**src/logic/udmah_pkg.sv**
```systemverilog
package udmah_pkg;

    // ----------------------------------------------------------------
    // Clock and timing
    // ----------------------------------------------------------------
    localparam int CLK_PERIOD_PS = 5000;

    // Least times, in ns, for the active transfer mode.
    localparam int T_ACK_NS = 20;
    localparam int T_RP_NS  = 160;
    localparam int T_MLI_NS = 20;
    localparam int T_DVS_NS = 70;
    localparam int T_DVH_NS = 10;
    localparam int T_CYC_NS = 115;
    localparam int T_ZAH_NS = 20;
    localparam int T_SS_NS  = 50;

    // Converts a least time to whole clock cycles, rounding up, never below one.
    function automatic int cyc_min(input int ns);
        int c;
        c = (ns * 1000 + CLK_PERIOD_PS - 1) / CLK_PERIOD_PS;
        return (c < 1) ? 1 : c;
    endfunction

    function automatic int imax(input int a, input int b);
        return (a > b) ? a : b;
    endfunction

    localparam logic [15:0] C_ACK  = 16'(cyc_min(T_ACK_NS));
    localparam logic [15:0] C_RP   = 16'(cyc_min(T_RP_NS));
    localparam logic [15:0] C_DVS  = 16'(cyc_min(T_DVS_NS));
    localparam logic [15:0] C_ZAH  = 16'(cyc_min(T_ZAH_NS));
    localparam logic [15:0] C_SS   = 16'(cyc_min(T_SS_NS));
    localparam logic [15:0] C_CRC  = 16'(imax(cyc_min(T_MLI_NS), cyc_min(T_DVS_NS)));
    localparam logic [15:0] C_HOLD = 16'(imax(cyc_min(T_DVH_NS), cyc_min(T_CYC_NS - T_DVS_NS)));

    // ----------------------------------------------------------------
    // Burst check value
    // ----------------------------------------------------------------
    localparam logic [15:0] CRC_SEED = 16'h4aba;
    localparam logic [15:0] CRC_POLY = 16'h1021;

    // ----------------------------------------------------------------
    // Sequencer states
    // ----------------------------------------------------------------
    typedef enum logic [3:0] {
        UDMAH_IDLE,
        UDMAH_ACK,
        UDMAH_ENV,
        UDMAH_IN_RUN,
        UDMAH_IN_HALT,
        UDMAH_IN_STOP,
        UDMAH_IN_ZAH,
        UDMAH_OUT_RUN,
        UDMAH_OUT_SS,
        UDMAH_OUT_END,
        UDMAH_CRC_HOLD,
        UDMAH_REL
    } udmah_state_t;

endpackage

```
**src/logic/udmah_host.sv**
```systemverilog
// How it works
// Device pauses data-in only after one word, by withholding strobe edges.
// Host never asserts STOP merely because the device strobe went quiet.
// A fresh device strobe edge resumes a paused data-in burst.
// Host terminates after one word by negating HDMARDY, held until burst end.
// Device stops strobe edges within tRFS of HDMARDY negation.
// Host accepts words arriving after HDMARDY negation, up to two.
// Host asserts STOP no sooner than tRP after HDMARDY negation, held to end.
// Device drops DMARQ within tLI of STOP and keeps it low till done.
// Device lifts a low DSTROBE after STOP; host ignores that edge.
// Device releases the data bus within tAZ of dropping DMARQ.
// Host drives bus no sooner than tZAH after DMARQ drops, with its CRC.
// Host negates DMACK tMLI after end conditions and tDVS after CRC.
// Device latches host CRC when DMACK negates and reports first mismatch.
// Device releases DSTROBE within tIORDYZ of DMACK negation.
// Host holds STOP, HDMARDY negated, strobes and addresses idle for tACK.
// Device asserts DMARQ to start data-out while DMACK stays negated.
// Host sets STOP, HSTROBE high, selects idle, tACK before asserting DMACK.
// Device may drive DDMARDY after DMACK and keeps driving till burst end.
// Host negates STOP soon after DMACK, not reasserting before first HSTROBE fall.
// Device asserts DDMARDY after STOP drops and holds it till first HSTROBE fall.
// Host transfers first word by HSTROBE fall tDVS after data and DDMARDY.
// Host toggles HSTROBE tDVS after data, paced by tCYC, holding data tDVH.
// Burst CRC seeded with 4ABAh before any word of every burst.
// Every timing figure is a clock count rounded to keep its limit.
`timescale 1ns/1ps
module udmah_host (
    input  wire logic        clk,
    input  wire logic        sys_rst,
    input  wire logic        burst_en,
    input  wire logic        burst_dir,
    input  wire logic        in_term,
    input  wire logic [15:0] tx_data,
    input  wire logic        tx_valid,
    input  wire logic        tx_last,
    output logic             tx_ready,
    output logic      [15:0] rx_data,
    output logic             rx_valid,
    output logic             burst_done,
    output logic      [15:0] crc_sent,
    output logic             busy,
    input  wire logic        dmarq,
    input  wire logic        iordy_line,
    output logic             dmack_n,
    output logic             stop_line,
    output logic             iord_line,
    output logic             cs0_n,
    output logic             cs1_n,
    output logic      [2:0]  addr,
    input  wire logic [15:0] d_in,
    output logic      [15:0] d_out,
    output logic             d_oe
);

    // ----------------------------------------------------------------
    // Pin synchronisers
    // ----------------------------------------------------------------
    logic [17:0] pins_sync;
    logic        s_dmarq;
    logic        s_iordy;
    logic [15:0] s_d;

    udmah_sync #(
        .W (18)
    ) u_sync (
        .clk     (clk),
        .sys_rst (sys_rst),
        .d       ({dmarq, iordy_line, d_in}),
        .q       (pins_sync)
    );

    assign s_dmarq = pins_sync[17];
    assign s_iordy = pins_sync[16];
    assign s_d     = pins_sync[15:0];

    // The register-file selects stay idle: this block only runs bursts.
    assign cs0_n = 1'b1;
    assign cs1_n = 1'b1;
    assign addr  = 3'h0;

    // ----------------------------------------------------------------
    // Burst check function
    // ----------------------------------------------------------------
    function automatic logic [15:0] crc_step(input logic [15:0] c, input logic [15:0] w);
        logic [15:0] r;
        logic        fb;
        r = c;
        for (int i = 0; i < 16; i++) begin
            fb = r[15] ^ w[i];
            r  = {r[14:0], 1'b0} ^ (fb ? udmah_pkg::CRC_POLY : 16'h0000);
        end
        return r;
    endfunction

    // ----------------------------------------------------------------
    // Sequencer
    // ----------------------------------------------------------------
    udmah_pkg::udmah_state_t state;
    udmah_pkg::udmah_state_t next_state;
    logic [15:0] cnt;
    logic [15:0] next_cnt;
    logic        iordy_q;
    logic        next_iordy_q;
    logic        dir_q;
    logic        next_dir_q;
    logic        moved;
    logic        next_moved;
    logic        phase;
    logic        next_phase;
    logic        last_q;
    logic        next_last_q;
    logic [15:0] crc;
    logic [15:0] next_crc;
    logic        next_dmack_n;
    logic        next_stop_line;
    logic        next_iord_line;
    logic [15:0] next_d_out;
    logic        next_d_oe;
    logic [15:0] next_rx_data;
    logic        next_rx_valid;
    logic        next_burst_done;
    logic [15:0] next_crc_sent;
    logic        strobe_edge;
    logic        out_take;

    assign strobe_edge = s_iordy ^ iordy_q;
    // The device asserts DDMARDY by pulling the line low.
    assign out_take    = (state == udmah_pkg::UDMAH_OUT_RUN) && !phase && (cnt == 16'h0000)
                         && !s_iordy && s_dmarq;
    assign tx_ready    = out_take;
    assign busy        = (state != udmah_pkg::UDMAH_IDLE);

    always_comb begin
        next_state      = state;
        next_cnt        = cnt;
        next_iordy_q    = s_iordy;
        next_dir_q      = dir_q;
        next_moved      = moved;
        next_phase      = phase;
        next_last_q     = last_q;
        next_crc        = crc;
        next_dmack_n    = dmack_n;
        next_stop_line  = stop_line;
        next_iord_line  = iord_line;
        next_d_out      = d_out;
        next_d_oe       = d_oe;
        next_rx_data    = rx_data;
        next_rx_valid   = 1'b0;
        next_burst_done = 1'b0;
        next_crc_sent   = crc_sent;
        case (state)
            udmah_pkg::UDMAH_IDLE: begin
                // start only on a device request while DMACK is negated.
                if (burst_en && s_dmarq) begin
                    next_dir_q     = burst_dir;
                    // STOP and HSTROBE (or HDMARDY negated) set before DMACK.
                    next_stop_line = 1'b1;
                    next_iord_line = 1'b1;
                    next_d_oe      = 1'b0;
                    // seed burst CRC.
                    next_crc       = udmah_pkg::CRC_SEED;
                    next_moved     = 1'b0;
                    next_phase     = 1'b0;
                    next_last_q    = 1'b0;
                    // setup time as whole cycles.
                    next_cnt       = udmah_pkg::C_ACK;
                    next_state     = udmah_pkg::UDMAH_ACK;
                end
            end
            udmah_pkg::UDMAH_ACK: begin
                // tACK of setup before DMACK asserts.
                if (cnt > 16'h0001) begin
                    next_cnt = cnt - 16'h0001;
                end else begin
                    next_dmack_n = 1'b0;
                    next_state   = udmah_pkg::UDMAH_ENV;
                end
            end
            udmah_pkg::UDMAH_ENV: begin
                // STOP drops one cycle after DMACK, inside tENV.
                next_stop_line = 1'b0;
                next_cnt       = 16'h0000;
                if (!dir_q) begin
                    next_iord_line = 1'b0;
                    next_state     = udmah_pkg::UDMAH_IN_RUN;
                end else begin
                    next_state = udmah_pkg::UDMAH_OUT_RUN;
                end
            end
            udmah_pkg::UDMAH_IN_RUN: begin
                // strobe edges carry words; R3: a new edge after a pause resumes.
                if (strobe_edge) begin
                    next_rx_data  = s_d;
                    next_rx_valid = 1'b1;
                    next_crc      = crc_step(crc, s_d);
                    next_moved    = 1'b1;
                end
                // a quiet strobe alone never leads to STOP.
                if (!s_dmarq) begin
                    next_iord_line = 1'b1;
                    next_stop_line = 1'b1;
                    next_state     = udmah_pkg::UDMAH_IN_STOP;
                end else if (in_term && (moved || strobe_edge)) begin
                    // negate HDMARDY to end, only after a word has moved.
                    next_iord_line = 1'b1;
                    next_cnt       = udmah_pkg::C_RP;
                    next_state     = udmah_pkg::UDMAH_IN_HALT;
                end
            end
            udmah_pkg::UDMAH_IN_HALT: begin
                // words still arriving after HDMARDY negation are kept.
                if (strobe_edge) begin
                    next_rx_data  = s_d;
                    next_rx_valid = 1'b1;
                    next_crc      = crc_step(crc, s_d);
                end
                // STOP no sooner than tRP after HDMARDY negation.
                if (cnt > 16'h0001) begin
                    next_cnt = cnt - 16'h0001;
                end else begin
                    next_stop_line = 1'b1;
                    next_state     = udmah_pkg::UDMAH_IN_STOP;
                end
            end
            udmah_pkg::UDMAH_IN_STOP: begin
                // strobe edges after STOP carry no data and are ignored.
                // wait for the device to drop its request.
                if (!s_dmarq) begin
                    next_cnt   = udmah_pkg::C_ZAH;
                    next_state = udmah_pkg::UDMAH_IN_ZAH;
                end
            end
            udmah_pkg::UDMAH_IN_ZAH: begin
                // the device has released the bus by the time this ends.
                if (cnt > 16'h0001) begin
                    next_cnt = cnt - 16'h0001;
                end else begin
                    // first value driven is the burst CRC.
                    next_d_out = crc;
                    next_d_oe  = 1'b1;
                    next_cnt   = udmah_pkg::C_CRC;
                    next_state = udmah_pkg::UDMAH_CRC_HOLD;
                end
            end
            udmah_pkg::UDMAH_OUT_RUN: begin
                if (phase) begin
                    // strobe edge no sooner than tDVS after data and DDMARDY.
                    if (cnt > 16'h0001) begin
                        next_cnt = cnt - 16'h0001;
                    end else begin
                        next_iord_line = ~iord_line;
                        next_moved     = 1'b1;
                        next_phase     = 1'b0;
                        // pace by tCYC and hold data tDVH before the next word.
                        next_cnt       = udmah_pkg::C_HOLD;
                        if (last_q) begin
                            next_cnt   = udmah_pkg::C_SS;
                            next_state = udmah_pkg::UDMAH_OUT_SS;
                        end
                    end
                end else if (!s_dmarq && moved) begin
                    next_stop_line = 1'b1;
                    next_state     = udmah_pkg::UDMAH_OUT_END;
                end else if (cnt != 16'h0000) begin
                    next_cnt = cnt - 16'h0001;
                end else if (out_take && tx_valid) begin
                    // drive the word, then wait tDVS before the edge.
                    next_d_out  = tx_data;
                    next_d_oe   = 1'b1;
                    next_crc    = crc_step(crc, tx_data);
                    next_last_q = tx_last;
                    next_cnt    = udmah_pkg::C_DVS;
                    next_phase  = 1'b1;
                end
            end
            udmah_pkg::UDMAH_OUT_SS: begin
                // STOP only after the first HSTROBE fall, tSS after last edge.
                if (cnt > 16'h0001) begin
                    next_cnt = cnt - 16'h0001;
                end else begin
                    next_stop_line = 1'b1;
                    next_state     = udmah_pkg::UDMAH_OUT_END;
                end
            end
            udmah_pkg::UDMAH_OUT_END: begin
                if (!s_dmarq) begin
                    // HSTROBE returns high without a word, and the CRC is shown in the same cycle.
                    next_iord_line = 1'b1;
                    next_d_out     = crc;
                    next_d_oe      = 1'b1;
                    next_cnt       = udmah_pkg::C_CRC;
                    next_state     = udmah_pkg::UDMAH_CRC_HOLD;
                end
            end
            udmah_pkg::UDMAH_CRC_HOLD: begin
                // device line must read high before tMLI and tDVS count.
                if (!s_iordy) begin
                    next_cnt = udmah_pkg::C_CRC;
                end else if (cnt > 16'h0001) begin
                    next_cnt = cnt - 16'h0001;
                end else begin
                    // DMACK negation is the moment the device latches the CRC.
                    next_dmack_n  = 1'b1;
                    next_crc_sent = d_out;
                    next_cnt      = udmah_pkg::C_ACK;
                    next_state    = udmah_pkg::UDMAH_REL;
                end
            end
            udmah_pkg::UDMAH_REL: begin
                // STOP and strobe lines held tACK after DMACK negation.
                if (cnt > 16'h0001) begin
                    next_cnt = cnt - 16'h0001;
                end else begin
                    next_stop_line  = 1'b0;
                    next_iord_line  = 1'b1;
                    next_d_oe       = 1'b0;
                    next_burst_done = 1'b1;
                    next_state      = udmah_pkg::UDMAH_IDLE;
                end
            end
            default: begin
                next_state = udmah_pkg::UDMAH_IDLE;
            end
        endcase
    end

    always_ff @(posedge clk) begin
        if (sys_rst) begin
            state      <= udmah_pkg::UDMAH_IDLE;
            cnt        <= 16'h0000;
            iordy_q    <= 1'b0;
            dir_q      <= 1'b0;
            moved      <= 1'b0;
            phase      <= 1'b0;
            last_q     <= 1'b0;
            crc        <= udmah_pkg::CRC_SEED;
            dmack_n    <= 1'b1;
            stop_line  <= 1'b0;
            iord_line  <= 1'b1;
            d_out      <= 16'h0000;
            d_oe       <= 1'b0;
            rx_data    <= 16'h0000;
            rx_valid   <= 1'b0;
            burst_done <= 1'b0;
            crc_sent   <= 16'h0000;
        end else begin
            state      <= next_state;
            cnt        <= next_cnt;
            iordy_q    <= next_iordy_q;
            dir_q      <= next_dir_q;
            moved      <= next_moved;
            phase      <= next_phase;
            last_q     <= next_last_q;
            crc        <= next_crc;
            dmack_n    <= next_dmack_n;
            stop_line  <= next_stop_line;
            iord_line  <= next_iord_line;
            d_out      <= next_d_out;
            d_oe       <= next_d_oe;
            rx_data    <= next_rx_data;
            rx_valid   <= next_rx_valid;
            burst_done <= next_burst_done;
            crc_sent   <= next_crc_sent;
        end
    end

endmodule

```
**src/logic/udmah_sync.sv**
```systemverilog
`timescale 1ns/1ps
module udmah_sync #(
    parameter int W = 1
) (
    input  wire logic         clk,
    input  wire logic         sys_rst,
    input  wire logic [W-1:0] d,
    output logic      [W-1:0] q
);

    logic [W-1:0] meta;
    logic [W-1:0] next_meta;
    logic [W-1:0] next_q;

    always_comb begin
        next_meta = sys_rst ? '0 : d;
        next_q    = sys_rst ? '0 : meta;
    end

    always_ff @(posedge clk) begin
        meta <= next_meta;
        q    <= next_q;
    end

endmodule

```
**config.mk**
```make
export PLATFORM = sky130hd
export DESIGN_NAME = udmah_host
export DESIGN_NICKNAME = d
export VERILOG_FILES = /design/src/logic/udmah_pkg.sv /design/src/logic/udmah_host.sv /design/src/logic/udmah_sync.sv
export SDC_FILE = /design/constraint.sdc
export NUM_CORES = 1
export LEC_CHECK = 0
export BUFFER_PORTS_ARGS = -buffer_cell sky130_fd_sc_hd__buf_4
export CAP_MARGIN = 20
export CORE_MARGIN = 5
export CORE_UTILIZATION = 31
export CTS_CLUSTER_SIZE = 10
export DETAILED_ROUTE_END_ITERATION = 7
export GPL_TIMING_DRIVEN = 1
export PLACE_DENSITY = 0.51
export SYNTH_ARGS = -nofsm -noshare
export SYNTH_HDL_FRONTEND = slang
export SYNTH_HIERARCHICAL = 1
export SYNTH_SLANG_ARGS = --single-unit
export TNS_END_PERCENT = 20
```
**constraint.sdc**
```tcl
create_clock -name clk -period 3.22 [get_ports clk]
set_input_delay 0.322 -clock clk [delete_from_list [all_inputs] [get_ports clk]]
set_output_delay 0.322 -clock clk [all_outputs]
set_load 0.1 [all_outputs]
```
After elaboration in Yosys (flattened, before gate mapping):

Cells that the tools add are included.

* word-level logic and storage cells: 293
* flip-flop bits (word level): 131
* input bits: 41

* muxes and demuxes: 117
* $lt $le $gt $ge: 1
* bitwise gates (word level): 69
* $add $sub $neg: 1
* reduce and logical (&&, ||, !) cells: 44
* eq/ne operators: 42

Operators by type and width (count)
* 16-bit by 13-bit XOR with 16-bit output: 32
* 13-bit two-way mux: 32
* 16-bit two-way mux: 26
* 16-bit case mux with 9 select lines: 1
* 16-bit case mux with 3 select lines: 2
* 4-bit two-way mux: 16
* 4-bit case mux with 12 select lines: 1
* 2-bit inequality test, second input constant: 19
* 1-bit XOR: 33
* 1-bit two-way mux: 30
* 7-bit AND reduction: 3
* 9-bit AND reduction: 2
* 4-bit by 3-bit == test with 1-bit output, second input constant: 4
* 4-bit == test, second input constant: 4
* 16-bit by 1-bit > comparator with 1-bit output, second input constant: 1
* 16-bit zero test: 1
* 16-bit nonzero test: 1
* 16-bit by 1-bit subtractor with 16-bit output, second input constant: 1
* 14-bit AND reduction: 1
* 2-bit by 1-bit inequality test with 1-bit output, second input constant: 6
* 3-bit inequality test, second input constant: 4
* 1-bit case mux with 6 select lines: 2
* 6-bit nonzero test: 2
* 3-bit nonzero test: 3
* 26 further kinds: 47

Longest topological paths before layout:

* depth after elaboration: 53
* mapped depth: 11
* mapped depth without buffers: 9

By module:

Netlist, hierarchy kept.

By module, submodules not included
* udmah_host: area an instance 5785.5 um^2, instances 1, cells each 734
* udmah_sync: area an instance 994.7 um^2, instances 1, cells each 75

Worst setup path before layout:

Ideal clock, no wire load.

* kind: reg2out
* start: register cnt[2]
* end: output port tx_ready
* setup slack: -0.685 ns
* cell stages (with the launch flop): 6
* arrival time: 3.583 ns
* path through: dfxtp_1 or4_1 nor3_2 clkbuf_1 nand4_1 nor3_1

* cells in the longest elaborated chain, start to end: 4

RTL lines
* from (decl): RTL line udmah_host.sv:100 `logic [15:0] cnt;`
* from (signal assigned): RTL line udmah_host.sv:348 `cnt <= next_cnt;`
* 16-bit zero test: RTL line udmah_host.sv:128 `assign out_take = (state == udmah_pkg::UDMAH_OUT_RUN) && !phase && (cnt == 16'h0000)`
* 1-bit logical AND: RTL line udmah_host.sv:128
* 1-bit logical AND (2 in a row): RTL line udmah_host.sv:129 `&& !s_iordy && s_dmarq;`
* to (decl): RTL line udmah_host.sv:36 `output logic tx_ready,`

No other way between the ends.

Worst setup path after layout:

* start: register state[2]
* end: output port tx_ready

* cells in the longest elaborated chain, start to end: 5

RTL lines
* from (decl): RTL line udmah_host.sv:98 `udmah_pkg::udmah_state_t state;`
* from (signal assigned): RTL line udmah_host.sv:329 `state <= udmah_pkg::UDMAH_IDLE;`
* from (signal assigned): RTL line udmah_host.sv:347 `state <= next_state;`
* 4-bit by 3-bit == test with 1-bit output: RTL line udmah_host.sv:128
* 1-bit logical AND (2 in a row): RTL line udmah_host.sv:128
* 1-bit logical AND (2 in a row): RTL line udmah_host.sv:129

No other way between the ends.

==> metrics <==
outcome=completed; Hold Buf Count CTS=0; initial core utilization=31.3%; vias=5,873; post-CTS setup buffer count=0; crit path max fanout=20; Row Count=54; number of instances in the placed design=1,168; final non-filler cell total=1,199; DRT Pass-1 Iters=5; post-DR wirelength/cell=16.0 um; min-delay worst type=in2reg; post-synthesis sequential area ratio=38.7%; clk slew on worst S/H paths=0.06 ns; routed vias/inst=4.90; final setup fails=0; post-CTS resize count=0; hpwl dp=14,100 um; max-slew violation count=0; final hold violation count=0; clk buf depth=2; share of layout cells above drive strength 1=20.6%; CP Class=reg2out; Root Driver=clkbuf_16; initial DRC count=410; Placed Instance Area=7920 um2; final core occ=39.4%; Most used DFF post-synth=dfxtp_1; Die Footprint=24,900 um2; H-tree depth=4; #FFs+latches synth=131; CP Data Required Time=2.90 ns; setup TNS=0 ns; cts bufs inserted=17; Detail Route Antenna Nets=0; reg2reg path depth=7; number of remaining DRC errors=0; antenna cell count=0; YS warnings=6; Leak=3.31 nW; vias in the first global route=5,706; initial antenna violation count=0; fin crit period=2.98 ns; # port buffers=96; TritonCTS clock tree=done; synthesis-to-finish area growth=26.0%; Slew headroom=49.5%; core area=21,700 um2; clk sink count=about 130; Mapped Avg Cell Area=8.38 um2; total power=0.00577 W; fin area=about 8500 um2; worst slew pin tran=0.757 ns; crit start category=flop; Worst VDD drop=0.319 mV; die height=158 um; synth unique cells=63; pwr/cell area=675 nW/um2; Total GRT Usage=roughly 16%; Skew-Pair Late Insertion Delay=about 0.42 ns; largest net degree at the start of global routing=60; # IOs=approximately 100; Worst Setup End Kind=primary output; FFs w/ async S/R, synth=0%; Post-Syn Area=6780 um2; DRT Wirelength=19,200 um; WHS Path Cells=2; RD Place Congestion=0.923; first-pass GRT wire length=just over 30,000 um; Setup Skew=0.00997 ns; Max Cap Viol=0; part of the cycle the worst path needs=roughly 92%; Post-synth EDFFs=0; Worst Path Arrival=2.65 ns; cells after synthesis=approximately 800; die width=158 um; Final #Nets=950; RSZ-0062 raised after global routing=false; Max Clock Freq=336 MHz; total global routing overflow=0
-- report_power, final --
group	leakage (nW)	total (W)	internal (W)	switching, W
clock network	0.310	0.00209	0.00131	0.000780
registers	1.07	0.00182	0.00172	0.000102
logic	1.94	0.00186	0.000746	0.00111
-- cell type report --
type	instances	area (um2)
inverters	9	33.8
flip-flops and latches	131	2620
repair buffers	134	1040
clock buffers	17	425
multi-input cells	614	3860
clock inverters	14	203
fillers	2261	13100
well taps	280	350
-- kinds of logic (layout without fill, tap and decap cells) --
family | count (synthesis) | after routing | share of synthesized area (%)
adder cells (fa/ha/maj) | 2 | 2 | 0.369
buffers and inverters | 67 | 174 | 4.59
AO/OA/AOI/OAI | 149 | 149 | 14.3
flip-flops | 131 | 131 | 38.7
multiplexers | 16 | 16 | 2.36
XOR/XNOR | 118 | 118 | 16.5
other | 2 | 5 | 0.111
AND/OR/NAND/NOR | 324 | 324 | 23.1
-- metal layers --
| layer | routed length, um | vias up | share of wire, % | track usage, % |
|---|---|---|---|---|
| li1 | - | 2978 | - | - |
| met1 | 9900 | 2704 | 52 | 23.7 |
| met2 | 7860 | 173 | 41 | 22.1 |
| met3 | 1130 | 18 | 5.9 | 2.95 |
| met4 | 277 | 0 | 1.4 | 4.75 |
| met5 | 0 | - | 0 | 0 |
-- final timing paths --
kind                                       from               to  slack [ns]
worst min register to register  u_sync/meta[13]     u_sync/q[13]        0.44
worst min-delay path                   d_in[14]  u_sync/meta[14]        0.11
worst max register to register           cnt[8]         state[1]        0.26
worst max-delay path                   state[2]         tx_ready        0.24
-- cells in the final DEF (no fill, tap or decap), drive strengths merged, types with 6 or more instances in the layout --
cell type	count
a311oi	19
and2b	6
a211oi	9
a31oi	6
nand3	16
dfxtp	131
nand2b	6
or4	7
xor2	29
xnor2	83
nor4	6
o22ai	6
o21ai	19
nor2b	39
a221oi	6
clkbuf	17
a21oi	57
clkinv	6
and3	6
mux2i	16
nor3	33
buf	134
inv	13
nor2	89
nand2	98
-- synthesized netlist by cell type (16+ instances only) --
master / count / area [um2]
a21oi_1: 57 / 285
nand2_1: 98 / 368
xor2_1: 29 / 254
nor2_1: 89 / 334
nor3_1: 30 / 150
clkbuf_1: 37 / 139
a311oi_1: 19 / 166
nor2b_1: 39 / 244
xnor2_1: 83 / 727
dfxtp_1: 131 / 2620
mux2i_1: 16 / 160
o21ai_0: 19 / 95.1
nand3_1: 16 / 80.1
-- flip-flops by register name, indices dropped and copies added (netlist names) --
register / cells
u_sync/meta: 18
u_sync/q: 18
cnt: 16
crc: 16
crc_sent: 16
d_out: 16
rx_data: 16
state: 4
burst_done: 1
d_oe: 1
dir_q: 1
dmack_n: 1
iord_line: 1
iordy_q: 1
last_q: 1
moved: 1
phase: 1
rx_valid: 1
stop_line: 1
-- worst max-delay path, cell delays in order (launching register included) --
cell and delay [ns]:
dfxtp_1 0.75, buf_4 0.28, nand2b_1 0.10, nor3_1 0.32, nand4_1 0.29, nor3_2 0.18
buf_4 0.32
-- metrics by stage --
step           setup WS, ns  hold WS [ns]
3_5_place_dp          0.282         0.423
6_report              0.245         0.112
5_1_grt              0.0534         0.103
2_1_floorplan         0.156         0.414
4_1_cts               0.243        0.0987
3_3_place_gp          0.323         0.418
Power figures use the tool's default switching activity.
